File: src/core/mem_timing_pkg.sv
package mem_timing_pkg;
  // ==========================================================
  // register map
  localparam logic [11:0] timing_ctrl_addr = 12'h000;  // memory_timing_control
  localparam logic [11:0] wait_ctrl_addr = 12'h004;    // area 0 and 1-2 wait fields
  localparam logic [11:0] status_addr = 12'h008;       // decoded timing and state
  localparam logic [11:0] event_addr = 12'h00c;        // event strobes
  localparam logic [15:0] timing_ctrl_reset = 16'h0000;
  localparam logic [4:0] wait_ctrl_reset = 5'h1f;
  // ==========================================================
  // field positions in memory_timing_control
  localparam int precharge_pos = 14;
  localparam int row_col_pos = 12;
  localparam int write_pre_pos = 10;
  localparam int refresh_assert_pos = 8;
  localparam int reserved_pos = 7;
  localparam int burst_pos = 6;
  localparam int size_pos = 5;
  localparam int addr_mux_pos = 3;
  localparam int refresh_en_pos = 2;
  localparam int refresh_mode_pos = 1;
  localparam int edo_pos = 0;
  // field positions in the wait register
  localparam int area0_wait_pos = 0;
  localparam int area12_wait_pos = 3;
  // event register bits
  localparam int ev_precharge_pos = 0;
  localparam int ev_write_pos = 1;
  localparam int ev_autoref_pos = 2;
  localparam int ev_selfexit_pos = 3;
  localparam int ev_refresh_req_pos = 4;
  localparam int ev_bus_idle_pos = 5;
  // memory kinds
  localparam logic [1:0] mem_normal = 2'h0;
  localparam logic [1:0] mem_dram = 2'h1;
  localparam logic [1:0] mem_sdram = 2'h2;
  localparam logic [1:0] mem_psram = 2'h3;
  localparam logic [1:0] write_pre_reserved = 2'h3;
endpackage

File: src/core/memory_timing_control.sv
// Contract
// RULE1 - area 1-2 code gives CAS period/latency 1,1,2,3; normal memory waits 0-3.
// RULE2 - area 0 first-cycle waits 0,1,2,3,4,6,8,10; wait pin ignored at zero.
// RULE3 - area 0 burst pitch 2,2,3,4,4,6,8,10 states; wait pin always honoured.
// RULE4 - 16-bit control register times DRAM, synchronous DRAM and pseudo-SRAM.
// RULE5 - power-on reset clears control register; manual reset or standby keep it.
// RULE6 - software programs timing fields once after power-on.
// RULE7 - writing refresh bits, software rewrites other fields unchanged.
// RULE8 - software avoids areas 2 and 3 until register initialised.
// RULE9 - precharge field sets least gap between strobe negation and reassertion.
// RULE10 - synchronous DRAM waits precharge count before next bank-active.
// RULE11 - precharge codes give 1,2,3,4 cycles normally.
// RULE12 - right after self-refresh precharge codes give 2,5,8,11 cycles.
// RULE13 - after SDRAM write, hold bank-active precharge plus 1-3; code 3 unsettable.
// RULE14 - refresh-assert field gives 2,3,4,5 cycles of row strobe.
// RULE15 - pseudo-SRAM refresh strobe asserted for refresh-assert cycles.
// RULE16 - SDRAM: no bank-active for precharge plus refresh-assert after auto-refresh.
// RULE17 - bit 7 always reads 0; software writes 0.
// RULE18 - burst enable: off when clear; page mode or continuous when set.
// RULE19 - synchronous DRAM always bursts.
// RULE20 - size bit: 16-bit bus when 0, 32-bit when 1.
// RULE21 - size bit overrides area bus width register; must be 1 for SDRAM.
// RULE22 - DRAM column width 8,9,10,11 bits per multiplex code.
// RULE23 - refresh enable bit turns refresh on or off.
// RULE24 - mode 0 periodic refresh cuts bus cycle; mode 1 waits then self-refreshes.
// RULE25 - refresh requests ignored while in self-refresh.
// RULE26 - EDO bit picks rising-edge sampling and half-cycle late row negation.
`timescale 1ns/1ns
`default_nettype none
module memory_timing_control #(
  parameter int cnt_w = 5
) (
  // apb
  input wire logic pclk,
  input wire logic presetn,
  input wire logic psel,
  input wire logic penable,
  input wire logic pwrite,
  input wire logic [11:0] paddr,
  input wire logic [31:0] pwdata,
  output logic [31:0] prdata,
  output logic pready,
  output logic pslverr,
  // manual reset: low clears sequencing state but keeps the control register
  input wire logic manual_reset_n,
  // memory kind and area bus width
  input wire logic [1:0] mem_kind,
  input wire logic area_bus_wide,
  // external wait pin, asynchronous
  input wire logic wait_pin,
  // timing outputs
  output logic [3:0] area0_first_waits,
  output logic [3:0] area0_burst_states,
  output logic [1:0] area12_cas,
  output logic area0_wait_honoured,
  output logic wait_active,
  output logic bus_wide,
  output logic burst_on,
  output logic [3:0] column_bits,
  output logic sample_rising,
  output logic late_row_negate,
  output logic bank_active_ok,
  output logic refresh_strobe,
  output logic self_refresh,
  output logic cut_bus_cycle
);

  // ==========================================================
  // state
  typedef struct packed {
    logic [15:0] ctrl;
    logic [4:0] waits;
    logic [cnt_w-1:0] hold;
    logic [cnt_w-1:0] strobe;
    logic after_self;
    logic self_ref;
    logic pend_self;
    logic cut;
    logic wsync1;
    logic wsync2;
    logic [31:0] rdata;
    logic ready;
    logic err;
    // decoded levels, registered so every pin leaves a flip-flop
    logic [3:0] first;
    logic [3:0] pitch;
    logic [1:0] cas;
    logic [3:0] col;
    logic honour;
    logic wait_on;
    logic wide;
    logic burst;
    logic rise;
    logic late;
    logic ok;
    logic strobe_on;
  } state_t;

  state_t cur, nxt;
  logic [cnt_w-1:0] pre_cycles;
  logic [cnt_w-1:0] ras_cycles;
  logic [cnt_w-1:0] wr_cycles;
  logic [3:0] w0_first;
  logic [3:0] w0_burst;
  logic [1:0] cas12;
  logic sdram;
  logic apb_wr;
  logic apb_rd;
  logic [15:0] wval;
  logic [5:0] ev;

  // ==========================================================
  // decode of the timing fields
  always_comb begin
    case (cur.ctrl[mem_timing_pkg::precharge_pos +: 2])
      2'h0: pre_cycles = cur.after_self ? cnt_w'(2) : cnt_w'(1); // RULE11 RULE12
      2'h1: pre_cycles = cur.after_self ? cnt_w'(5) : cnt_w'(2);
      2'h2: pre_cycles = cur.after_self ? cnt_w'(8) : cnt_w'(3);
      default: pre_cycles = cur.after_self ? cnt_w'(11) : cnt_w'(4);
    endcase
    ras_cycles = cnt_w'(cur.ctrl[mem_timing_pkg::refresh_assert_pos +: 2]) + cnt_w'(2); // RULE14
    wr_cycles = cnt_w'(cur.ctrl[mem_timing_pkg::write_pre_pos +: 2]) + cnt_w'(1); // RULE13
    case (cur.waits[mem_timing_pkg::area0_wait_pos +: 3])
      3'h0: begin w0_first = 4'h0; w0_burst = 4'h2; end // RULE2 RULE3
      3'h1: begin w0_first = 4'h1; w0_burst = 4'h2; end
      3'h2: begin w0_first = 4'h2; w0_burst = 4'h3; end
      3'h3: begin w0_first = 4'h3; w0_burst = 4'h4; end
      3'h4: begin w0_first = 4'h4; w0_burst = 4'h4; end
      3'h5: begin w0_first = 4'h6; w0_burst = 4'h6; end
      3'h6: begin w0_first = 4'h8; w0_burst = 4'h8; end
      default: begin w0_first = 4'ha; w0_burst = 4'ha; end
    endcase
    // normal memory reads the code as waits, others clamp code 0 to 1
    if (mem_kind == mem_timing_pkg::mem_normal) begin
      cas12 = cur.waits[mem_timing_pkg::area12_wait_pos +: 2]; // RULE1
    end else if (cur.waits[mem_timing_pkg::area12_wait_pos +: 2] == 2'h0) begin
      cas12 = 2'h1;
    end else begin
      cas12 = cur.waits[mem_timing_pkg::area12_wait_pos +: 2];
    end
  end

  assign sdram = (mem_kind == mem_timing_pkg::mem_sdram);
  assign apb_wr = psel & penable & pwrite & ~cur.ready;
  assign apb_rd = psel & penable & ~pwrite & ~cur.ready;
  assign ev = pwdata[5:0];

  // ==========================================================
  // next-state logic
  always_comb begin
    nxt = cur;
    nxt.ready = 1'b0;
    nxt.err = 1'b0;
    nxt.wsync1 = wait_pin;
    nxt.wsync2 = cur.wsync1;
    nxt.cut = 1'b0;
    wval = pwdata[15:0];
    // manual reset keeps the control register; only its sequencing state clears
    // timers count down one per cycle
    if (cur.hold != '0) begin
      nxt.hold = cur.hold - cnt_w'(1); // RULE10
    end
    if (cur.strobe != '0) begin
      nxt.strobe = cur.strobe - cnt_w'(1); // RULE14 RULE15
    end
    if (apb_wr | apb_rd) begin
      nxt.ready = 1'b1;
      nxt.rdata = '0;
      case (paddr)
        mem_timing_pkg::timing_ctrl_addr: begin
          if (apb_wr) begin
            wval[mem_timing_pkg::reserved_pos] = 1'b0; // RULE17
            // a reserved write-precharge code cannot be stored
            if (wval[mem_timing_pkg::write_pre_pos +: 2] == mem_timing_pkg::write_pre_reserved) begin
              wval[mem_timing_pkg::write_pre_pos +: 2] = cur.ctrl[mem_timing_pkg::write_pre_pos +: 2]; // RULE13
            end
            nxt.ctrl = wval; // RULE4
          end
          nxt.rdata = {16'h0000, cur.ctrl};
        end
        mem_timing_pkg::wait_ctrl_addr: begin
          if (apb_wr) begin
            nxt.waits = pwdata[4:0];
          end
          nxt.rdata = {27'h0, cur.waits};
        end
        mem_timing_pkg::status_addr: begin
          nxt.rdata = {12'h000, cur.after_self, cur.pend_self, cur.self_ref,
            (cur.hold == '0), w0_first, w0_burst, 2'h0, cas12, 4'h0};
        end
        mem_timing_pkg::event_addr: begin
          if (apb_wr) begin
            // precharge done: row or chip strobe may not reassert before the gap
            if (ev[mem_timing_pkg::ev_precharge_pos]) begin
              nxt.hold = pre_cycles; // RULE9 RULE10
              nxt.after_self = 1'b0;
            end
            if (ev[mem_timing_pkg::ev_write_pos] & sdram) begin
              nxt.hold = pre_cycles + wr_cycles; // RULE13
              nxt.after_self = 1'b0;
            end
            if (ev[mem_timing_pkg::ev_autoref_pos] & ~cur.self_ref) begin
              nxt.strobe = ras_cycles; // RULE15
              if (sdram) begin
                nxt.hold = pre_cycles + ras_cycles; // RULE16
              end
            end
            // refresh request: ignored in self-refresh
            if (ev[mem_timing_pkg::ev_refresh_req_pos] & ~cur.self_ref &
                cur.ctrl[mem_timing_pkg::refresh_en_pos]) begin // RULE25 RULE23
              if (cur.ctrl[mem_timing_pkg::refresh_mode_pos]) begin
                nxt.pend_self = 1'b1; // RULE24
              end else begin
                nxt.cut = 1'b1; // RULE24
                nxt.strobe = ras_cycles;
              end
            end
            if (ev[mem_timing_pkg::ev_bus_idle_pos] & cur.pend_self) begin
              nxt.pend_self = 1'b0;
              nxt.self_ref = 1'b1; // RULE24
            end
            if (ev[mem_timing_pkg::ev_selfexit_pos] & cur.self_ref) begin
              nxt.self_ref = 1'b0;
              nxt.after_self = 1'b1; // RULE12
            end
          end
        end
        default: begin
          nxt.err = 1'b1;
        end
      endcase
    end
    // refresh turned off drops self-refresh and pending entry
    if (~nxt.ctrl[mem_timing_pkg::refresh_en_pos]) begin
      nxt.pend_self = 1'b0; // RULE23
      if (cur.self_ref) begin
        nxt.after_self = 1'b1;
      end
      nxt.self_ref = 1'b0;
    end
    // decoded outputs, one cycle behind the registers they come from, except ok and strobe_on, which track hold and strobe
    // a manual reset clears them for one cycle; they settle again on the next edge, except wait_on, which takes three as the pin synchroniser refills
    nxt.first = w0_first;
    nxt.pitch = w0_burst;
    nxt.cas = cas12; // RULE1
    nxt.honour = (w0_first != 4'h0); // RULE2
    // with burst enabled the pin is always honoured; otherwise only with first-cycle waits
    nxt.wait_on = cur.wsync2 & ((w0_first != 4'h0) | cur.burst); // RULE3
    nxt.wide = (mem_kind == mem_timing_pkg::mem_normal) ? area_bus_wide
      : cur.ctrl[mem_timing_pkg::size_pos]; // RULE20 RULE21
    nxt.burst = sdram | cur.ctrl[mem_timing_pkg::burst_pos]; // RULE18 RULE19
    nxt.col = 4'h8 + {2'h0, cur.ctrl[mem_timing_pkg::addr_mux_pos +: 2]}; // RULE22
    nxt.rise = (mem_kind == mem_timing_pkg::mem_dram) & cur.ctrl[mem_timing_pkg::edo_pos]; // RULE26
    nxt.late = (mem_kind == mem_timing_pkg::mem_dram) & cur.ctrl[mem_timing_pkg::edo_pos];
    nxt.ok = (nxt.hold == '0); // RULE10
    nxt.strobe_on = (nxt.strobe != '0); // RULE14 RULE15
  end

  // ==========================================================
  // registers; control register cleared only on power-on reset
  always_ff @(posedge pclk or negedge presetn) begin
    if (!presetn) begin
      cur <= '0;
      cur.ctrl <= mem_timing_pkg::timing_ctrl_reset; // RULE5
      cur.waits <= mem_timing_pkg::wait_ctrl_reset;
    end else if (!manual_reset_n) begin
      cur <= '0;
      cur.ctrl <= cur.ctrl; // RULE5
      cur.waits <= cur.waits;
    end else begin
      cur <= nxt;
    end
  end

  // ==========================================================
  // outputs, all straight from the state register
  assign area0_first_waits = cur.first;
  assign area0_burst_states = cur.pitch;
  assign area12_cas = cur.cas;
  assign area0_wait_honoured = cur.honour;
  assign wait_active = cur.wait_on;
  assign bus_wide = cur.wide;
  assign burst_on = cur.burst;
  assign column_bits = cur.col;
  assign sample_rising = cur.rise;
  assign late_row_negate = cur.late;
  assign bank_active_ok = cur.ok;
  assign refresh_strobe = cur.strobe_on;
  assign self_refresh = cur.self_ref;
  assign cut_bus_cycle = cur.cut;
  assign prdata = cur.rdata;
  assign pready = cur.ready;
  assign pslverr = cur.err;

  // ==========================================================
  // checks
  property p_reserved_zero;
    @(posedge pclk) disable iff (!presetn) cur.ctrl[mem_timing_pkg::reserved_pos] == 1'b0;
  endproperty
  a_reserved_zero: assert property (p_reserved_zero) else $error("reserved bit set"); // RULE17

  property p_no_reserved_wr;
    @(posedge pclk) disable iff (!presetn)
      cur.ctrl[mem_timing_pkg::write_pre_pos +: 2] != mem_timing_pkg::write_pre_reserved;
  endproperty
  a_no_reserved_wr: assert property (p_no_reserved_wr) else $error("reserved write delay stored"); // RULE13

  property p_sdram_burst;
    @(posedge pclk) disable iff (!presetn) sdram && manual_reset_n |=> burst_on || !$past(sdram);
  endproperty
  a_sdram_burst: assert property (p_sdram_burst) else $error("sdram without burst"); // RULE19

  property p_self_ignore;
    @(posedge pclk) disable iff (!presetn) self_refresh |=> !cut_bus_cycle && !$rose(refresh_strobe);
  endproperty
  a_self_ignore: assert property (p_self_ignore) else $error("refresh during self-refresh"); // RULE25

  property p_refresh_off;
    @(posedge pclk) disable iff (!presetn) !cur.ctrl[mem_timing_pkg::refresh_en_pos] |-> !cur.self_ref;
  endproperty
  a_refresh_off: assert property (p_refresh_off) else $error("self-refresh with refresh off"); // RULE23

  property p_hold_blocks;
    @(posedge pclk) disable iff (!presetn) (cur.hold > cnt_w'(1)) |=> !bank_active_ok;
  endproperty
  a_hold_blocks: assert property (p_hold_blocks) else $error("bank active too early"); // RULE10

  property p_first_zero;
    @(posedge pclk) disable iff (!presetn)
      (cur.waits[2:0] == 3'h0) |=> (area0_first_waits == 4'h0) || $changed(cur.waits);
  endproperty
  a_first_zero: assert property (p_first_zero) else $error("area0 zero wait decode"); // RULE2

  property p_cas_clamp;
    @(posedge pclk) disable iff (!presetn)
      (manual_reset_n && mem_kind == mem_timing_pkg::mem_dram && cur.waits[4:3] == 2'h0 && $stable(cur.waits))
      |=> area12_cas == 2'h1;
  endproperty
  a_cas_clamp: assert property (p_cas_clamp) else $error("cas period clamp"); // RULE1

  // checks on what the pins show, and on the control register across a manual reset
  property p_manual_keep;
    @(posedge pclk) disable iff (!presetn)
      !manual_reset_n |=> cur.ctrl == $past(cur.ctrl);
  endproperty
  a_manual_keep: assert property (p_manual_keep) else $error("manual reset changed control"); // RULE5

  property p_wide_override;
    @(posedge pclk) disable iff (!presetn)
      manual_reset_n && mem_kind != mem_timing_pkg::mem_normal |=> bus_wide == $past(cur.ctrl[5]);
  endproperty
  a_wide_override: assert property (p_wide_override) else $error("size bit not in force"); // RULE21

  property p_cut_pulse;
    @(posedge pclk) disable iff (!presetn)
      cut_bus_cycle |=> !cut_bus_cycle;
  endproperty
  a_cut_pulse: assert property (p_cut_pulse) else $error("cut pulse too long"); // RULE24

  property p_strobe_min;
    @(posedge pclk) disable iff (!presetn)
      $rose(refresh_strobe) && manual_reset_n |=> refresh_strobe;
  endproperty
  a_strobe_min: assert property (p_strobe_min) else $error("refresh strobe too short"); // RULE14

  // scenarios worth seeing
  c_self: cover property (@(posedge pclk) disable iff (!presetn) $rose(cur.self_ref));
  c_cut: cover property (@(posedge pclk) disable iff (!presetn) cur.cut);
  c_after: cover property (@(posedge pclk) disable iff (!presetn) $rose(cur.after_self));
  c_hold: cover property (@(posedge pclk) disable iff (!presetn) $fell(bank_active_ok));
  c_edo: cover property (@(posedge pclk) disable iff (!presetn) sample_rising);
endmodule
`default_nettype wire

File: config.mk
export PLATFORM = sky130hd
export DESIGN_NAME = memory_timing_control
export DESIGN_NICKNAME = d
export VERILOG_FILES = /design/src/core/mem_timing_pkg.sv /design/src/core/memory_timing_control.sv
export SDC_FILE = /design/constraint.sdc
export NUM_CORES = 1
export LEC_CHECK = 0
export BUFFER_PORTS_ARGS = -buffer_cell sky130_fd_sc_hd__buf_4
export CAP_MARGIN = 20
export CORE_ASPECT_RATIO = 2
export CORE_MARGIN = 2
export CORE_UTILIZATION = 40
export CTS_BUF_LIST = sky130_fd_sc_hd__clkbuf_4 sky130_fd_sc_hd__clkbuf_8
export CTS_CLUSTER_DIAMETER = 120
export DETAILED_ROUTE_END_ITERATION = 8
export PLACE_DENSITY = 0.74
export SLEW_MARGIN = 20
export SYNTH_ARGS = -nofsm -noshare
export SYNTH_HDL_FRONTEND = slang
export SYNTH_SLANG_ARGS = --single-unit
File: constraint.sdc
create_clock -name pclk -period 3 [get_ports pclk]
set_input_delay 0.3 -clock pclk [delete_from_list [all_inputs] [get_ports pclk]]
set_output_delay 0.3 -clock pclk [all_outputs]
set_load 0.03 [all_outputs]
==> metrics.txt <==
status=finished clean; pwr/cell area=around 530 nW/µm²; HPWL after detailed placement=roughly 8300 µm; clock power share=0.303; crit path max fanout=7; Post-synth EDFFs=0; initial core utilization=0.411; Synth area leader=dfrtp_1; share of cells above drive strength 1=0.257; first-pass detailed-route iteration total=4; Post-Synth Simple-Gate Area=0.231; gr busiest metal=met2; via count=about 3300; Setup crit end kind=flop; first-pass GRT wire length=17200 µm; dpl ws=slightly above 0.3 ns; H-tree levels=3; fraction of registers with async set/reset=1.00; Pwr Total=~0.0025 W; Sink Count=76; largest family of logic cells by synthesized area=simple AND/OR/NAND/NOR gates; CP Data Required Time=roughly 3.3 ns; Max-cap violations=0; initial antenna violation count=0; area of the multi-input gates=1820 µm²; slew margin rel.=0.369; synthesized area per cell=9.41 µm²; cell row count=52; nature of the critical path startpoint=flop; flop-to-flop setup slack=0.36 ns; largest net degree at the start of global routing=77; Reg area=about 1900 µm²; Post-Synthesis Cells=around 440; worst setup margin=~0.36 ns; hold-fix buffers at CTS=0; worst-skew pair later-pin latency=0.35 ns; Crit Path Class=flop to flop; clk slew on worst S/H paths=about 0.080 ns; root buf cell=clkbuf_8; Gate power share=0.253; Clock Skews=about 0.01 ns; fin crit period=between 2 and 3 ns; f_max=0.379 GHz; CP max-delay cell=dfrtp_1; top cell type's share of synthesized area=0.426; top post-synthesis cells by area=dfrtp_1 43%, buf_4 8.5%, nand2_1 6.5%; drt first-iter violations=roughly 300; n_diodes=0; crit path cell chain=xor2_1, xnor2_1, inv_1, ha_1, a21o_1, a21oi_1, xor2_1, o21ai_0, a21oi_1, nor4b_2; r2r endpoint=bank_active_ok$_DFF_PN0_; Most used DFF post-synth=dfrtp_1; register area share after synthesis=0.458; Syn-to-layout area delta=15.3%; CTS tree=built; worst slew pin tran=around 0.95 ns; Residual DRC=0; fin crit share=0.880; Post-Syn Area=between 4000 and 5000 µm²; met2 Usage GRT=0.387; RSZ-0062 raised after global routing=no; M1 GR Usage=0.196; CTS Buffer Depth=2; FF+latch count, synth=76; Filler cells=about 1000; R2R depth=10; Antenna Violating Nets Remaining=0; Compound-Gate Fraction of Synth Area=0.103; leakage=between 2 and 2.5 nW; cell-internal power=about 0.0018 W; Setup-failing EPs final=0; final core occ=0.473; met3 usage=0.0316; adder-cell area share of the yosys netlist=0.0306; core region area=a little over 10000 µm²; Routed WL=10700 µm; Die Y=148 µm; Post-CTS Setup Bufs=0; GPL Wtd Cong=just under 1; Resize count post-CTS=0; total CTS buffers=9; Final Hold Viols=0; Netlist cell types=57; grt ovf=0; Critical Path Source=cur[61]$_DFF_PN0_; mux cell area share after synthesis=0.0405; GRT Resource Usage Total=0.199; Synth Area in XOR/XNOR=0.0189; I/O Buffers=80; Final Cell Area=~4800 µm²; Critical Path End=bank_active_ok$_DFF_PN0_; Layout Nets=554; Top Ports=112; number of global-route vias before repair=about 3400; Flop pwr share=0.444; Sw Ratio=0.312; Post-DP Area=around 4600 µm²; Critical Path AT=2.90 ns; wire length per cell=approximately 17 µm; max incr delay on CP=around 0.49 ns; chip width=between 70 and 80 µm; max-slew violation count=0; Final TNS setup=0 ns; sw power=slightly below 0.0008 W; Die ar.=~11000 µm²; worst vdd ir=232 µV; Via density=about 5.2; Hold Crit Class=input pin to asynchronous set/reset pin; reg2reg start=cur[61]$_DFF_PN0_; synth warn=0
[cell usage after synthesis, drive strengths merged (9+ instances only)]
library cell  count
a21oi            17
and2             15
buf              49
clkbuf           15
dfrtp            71
inv              15
mux2i             9
nand2            72
nor2             33
nor2b            10
nor3              9
o21ai            19
[how the worst min path moves through the flow]
stage / startpoint / end / slack (ns)
2_1_floorplan: presetn / area0_burst_states[0]$_DFF_PN0_ / 0.004
3_3_place_gp: cur[57]$_DFF_PN0_ / cur[56]$_DFF_PN0_ / 0.44
3_5_place_dp: cur[57]$_DFF_PN0_ / cur[56]$_DFF_PN0_ / 0.45
4_1_cts: presetn / cur[71]$_DFF_PN0_ / 0.10
5_1_grt: pwdata[6] / cur[83]$_DFFE_PN0P_ / 0.14
6_report: presetn / cur[57]$_DFF_PN0_ / 0.08
[sequential cells by signal, indices dropped and copies added, names as in the netlist, 2 cells and up]
register	cells
area0_first_waits	4
cur	34
area12_cas	2
area0_burst_states	3
column_bits	3
prdata	19
[per-stage QoR]
| stage | hold slack [ns] | instances |
|---|---|---|
| finish | 0.0781 | 630 |
| global route | 0.145 | 630 |
| CTS | 0.101 | 630 |
| detailed placement | 0.448 | 615 |
| global placement | 0.437 | 615 |
| floorplan | 0.00441 | 456 |
[cell usage in the layout (no fill, tap or decap), types with 3 or more instances in the layout]
master,n
a31oi_1,4
a21boi_0,8
o21ai_0,19
ha_1,7
a21oi_1,16
xnor2_1,6
a22oi_1,6
a21o_1,3
inv_1,15
and4b_1,3
xor2_1,3
nor3_1,9
nand2b_1,5
nor2_1,33
mux2_2,7
dfrtp_1,71
nand4_1,4
nand2_1,72
o221ai_1,3
buf_4,88
conb_1,14
and2_1,15
mux2i_1,9
clkbuf_8,9
a32oi_1,3
dfstp_2,5
nor2b_1,10
nand3_1,7
nand3b_1,3
[metal layers]
metal / part of all wire / wire (µm)
met1: 0.34 / 3660
met2: 0.57 / 6130
met3: 0.048 / 513
met4: 0.041 / 446
met5: 0 / 0
[kinds of logic after synthesis]
family	count (synthesis)
fa+ha+maj	9
xor+xnor	9
flops	76
compound gates	68
simple gates	185
other cells	1
mux	16
buf+inv	79
[power groups by stage]
stage	sequential [W]	clock (W)	combinational [W]
final	0.00113	0.000772	0.000644
after global routing	0.00114	0.000819	0.000710
after CTS	0.00113	0.000789	0.000649
after detailed placement	0.00115	0	0.000646
after global placement	0.00115	0	0.000623
after floorplan	0.00116	0	0.000429
[critical path, delay by kind of cell, from the launching register on]
kind / cells / cell delay [ns]
compound gates: 4 / 0.72
xor+xnor: 3 / 0.70
flops: 1 / 0.49
simple gates: 1 / 0.28
fa+ha+maj: 1 / 0.27
buf+inv: 1 / 0.09
[cell type report]
cell class,instances,area share
clock inverters,4,0.0109
well taps,135,0.0351
flip-flops and latches,76,0.397
clock buffers,11,0.0289
multi-input cells,301,0.379
inverters,15,0.0117
repair buffers,88,0.137
Power figures use the tool's default switching activity.
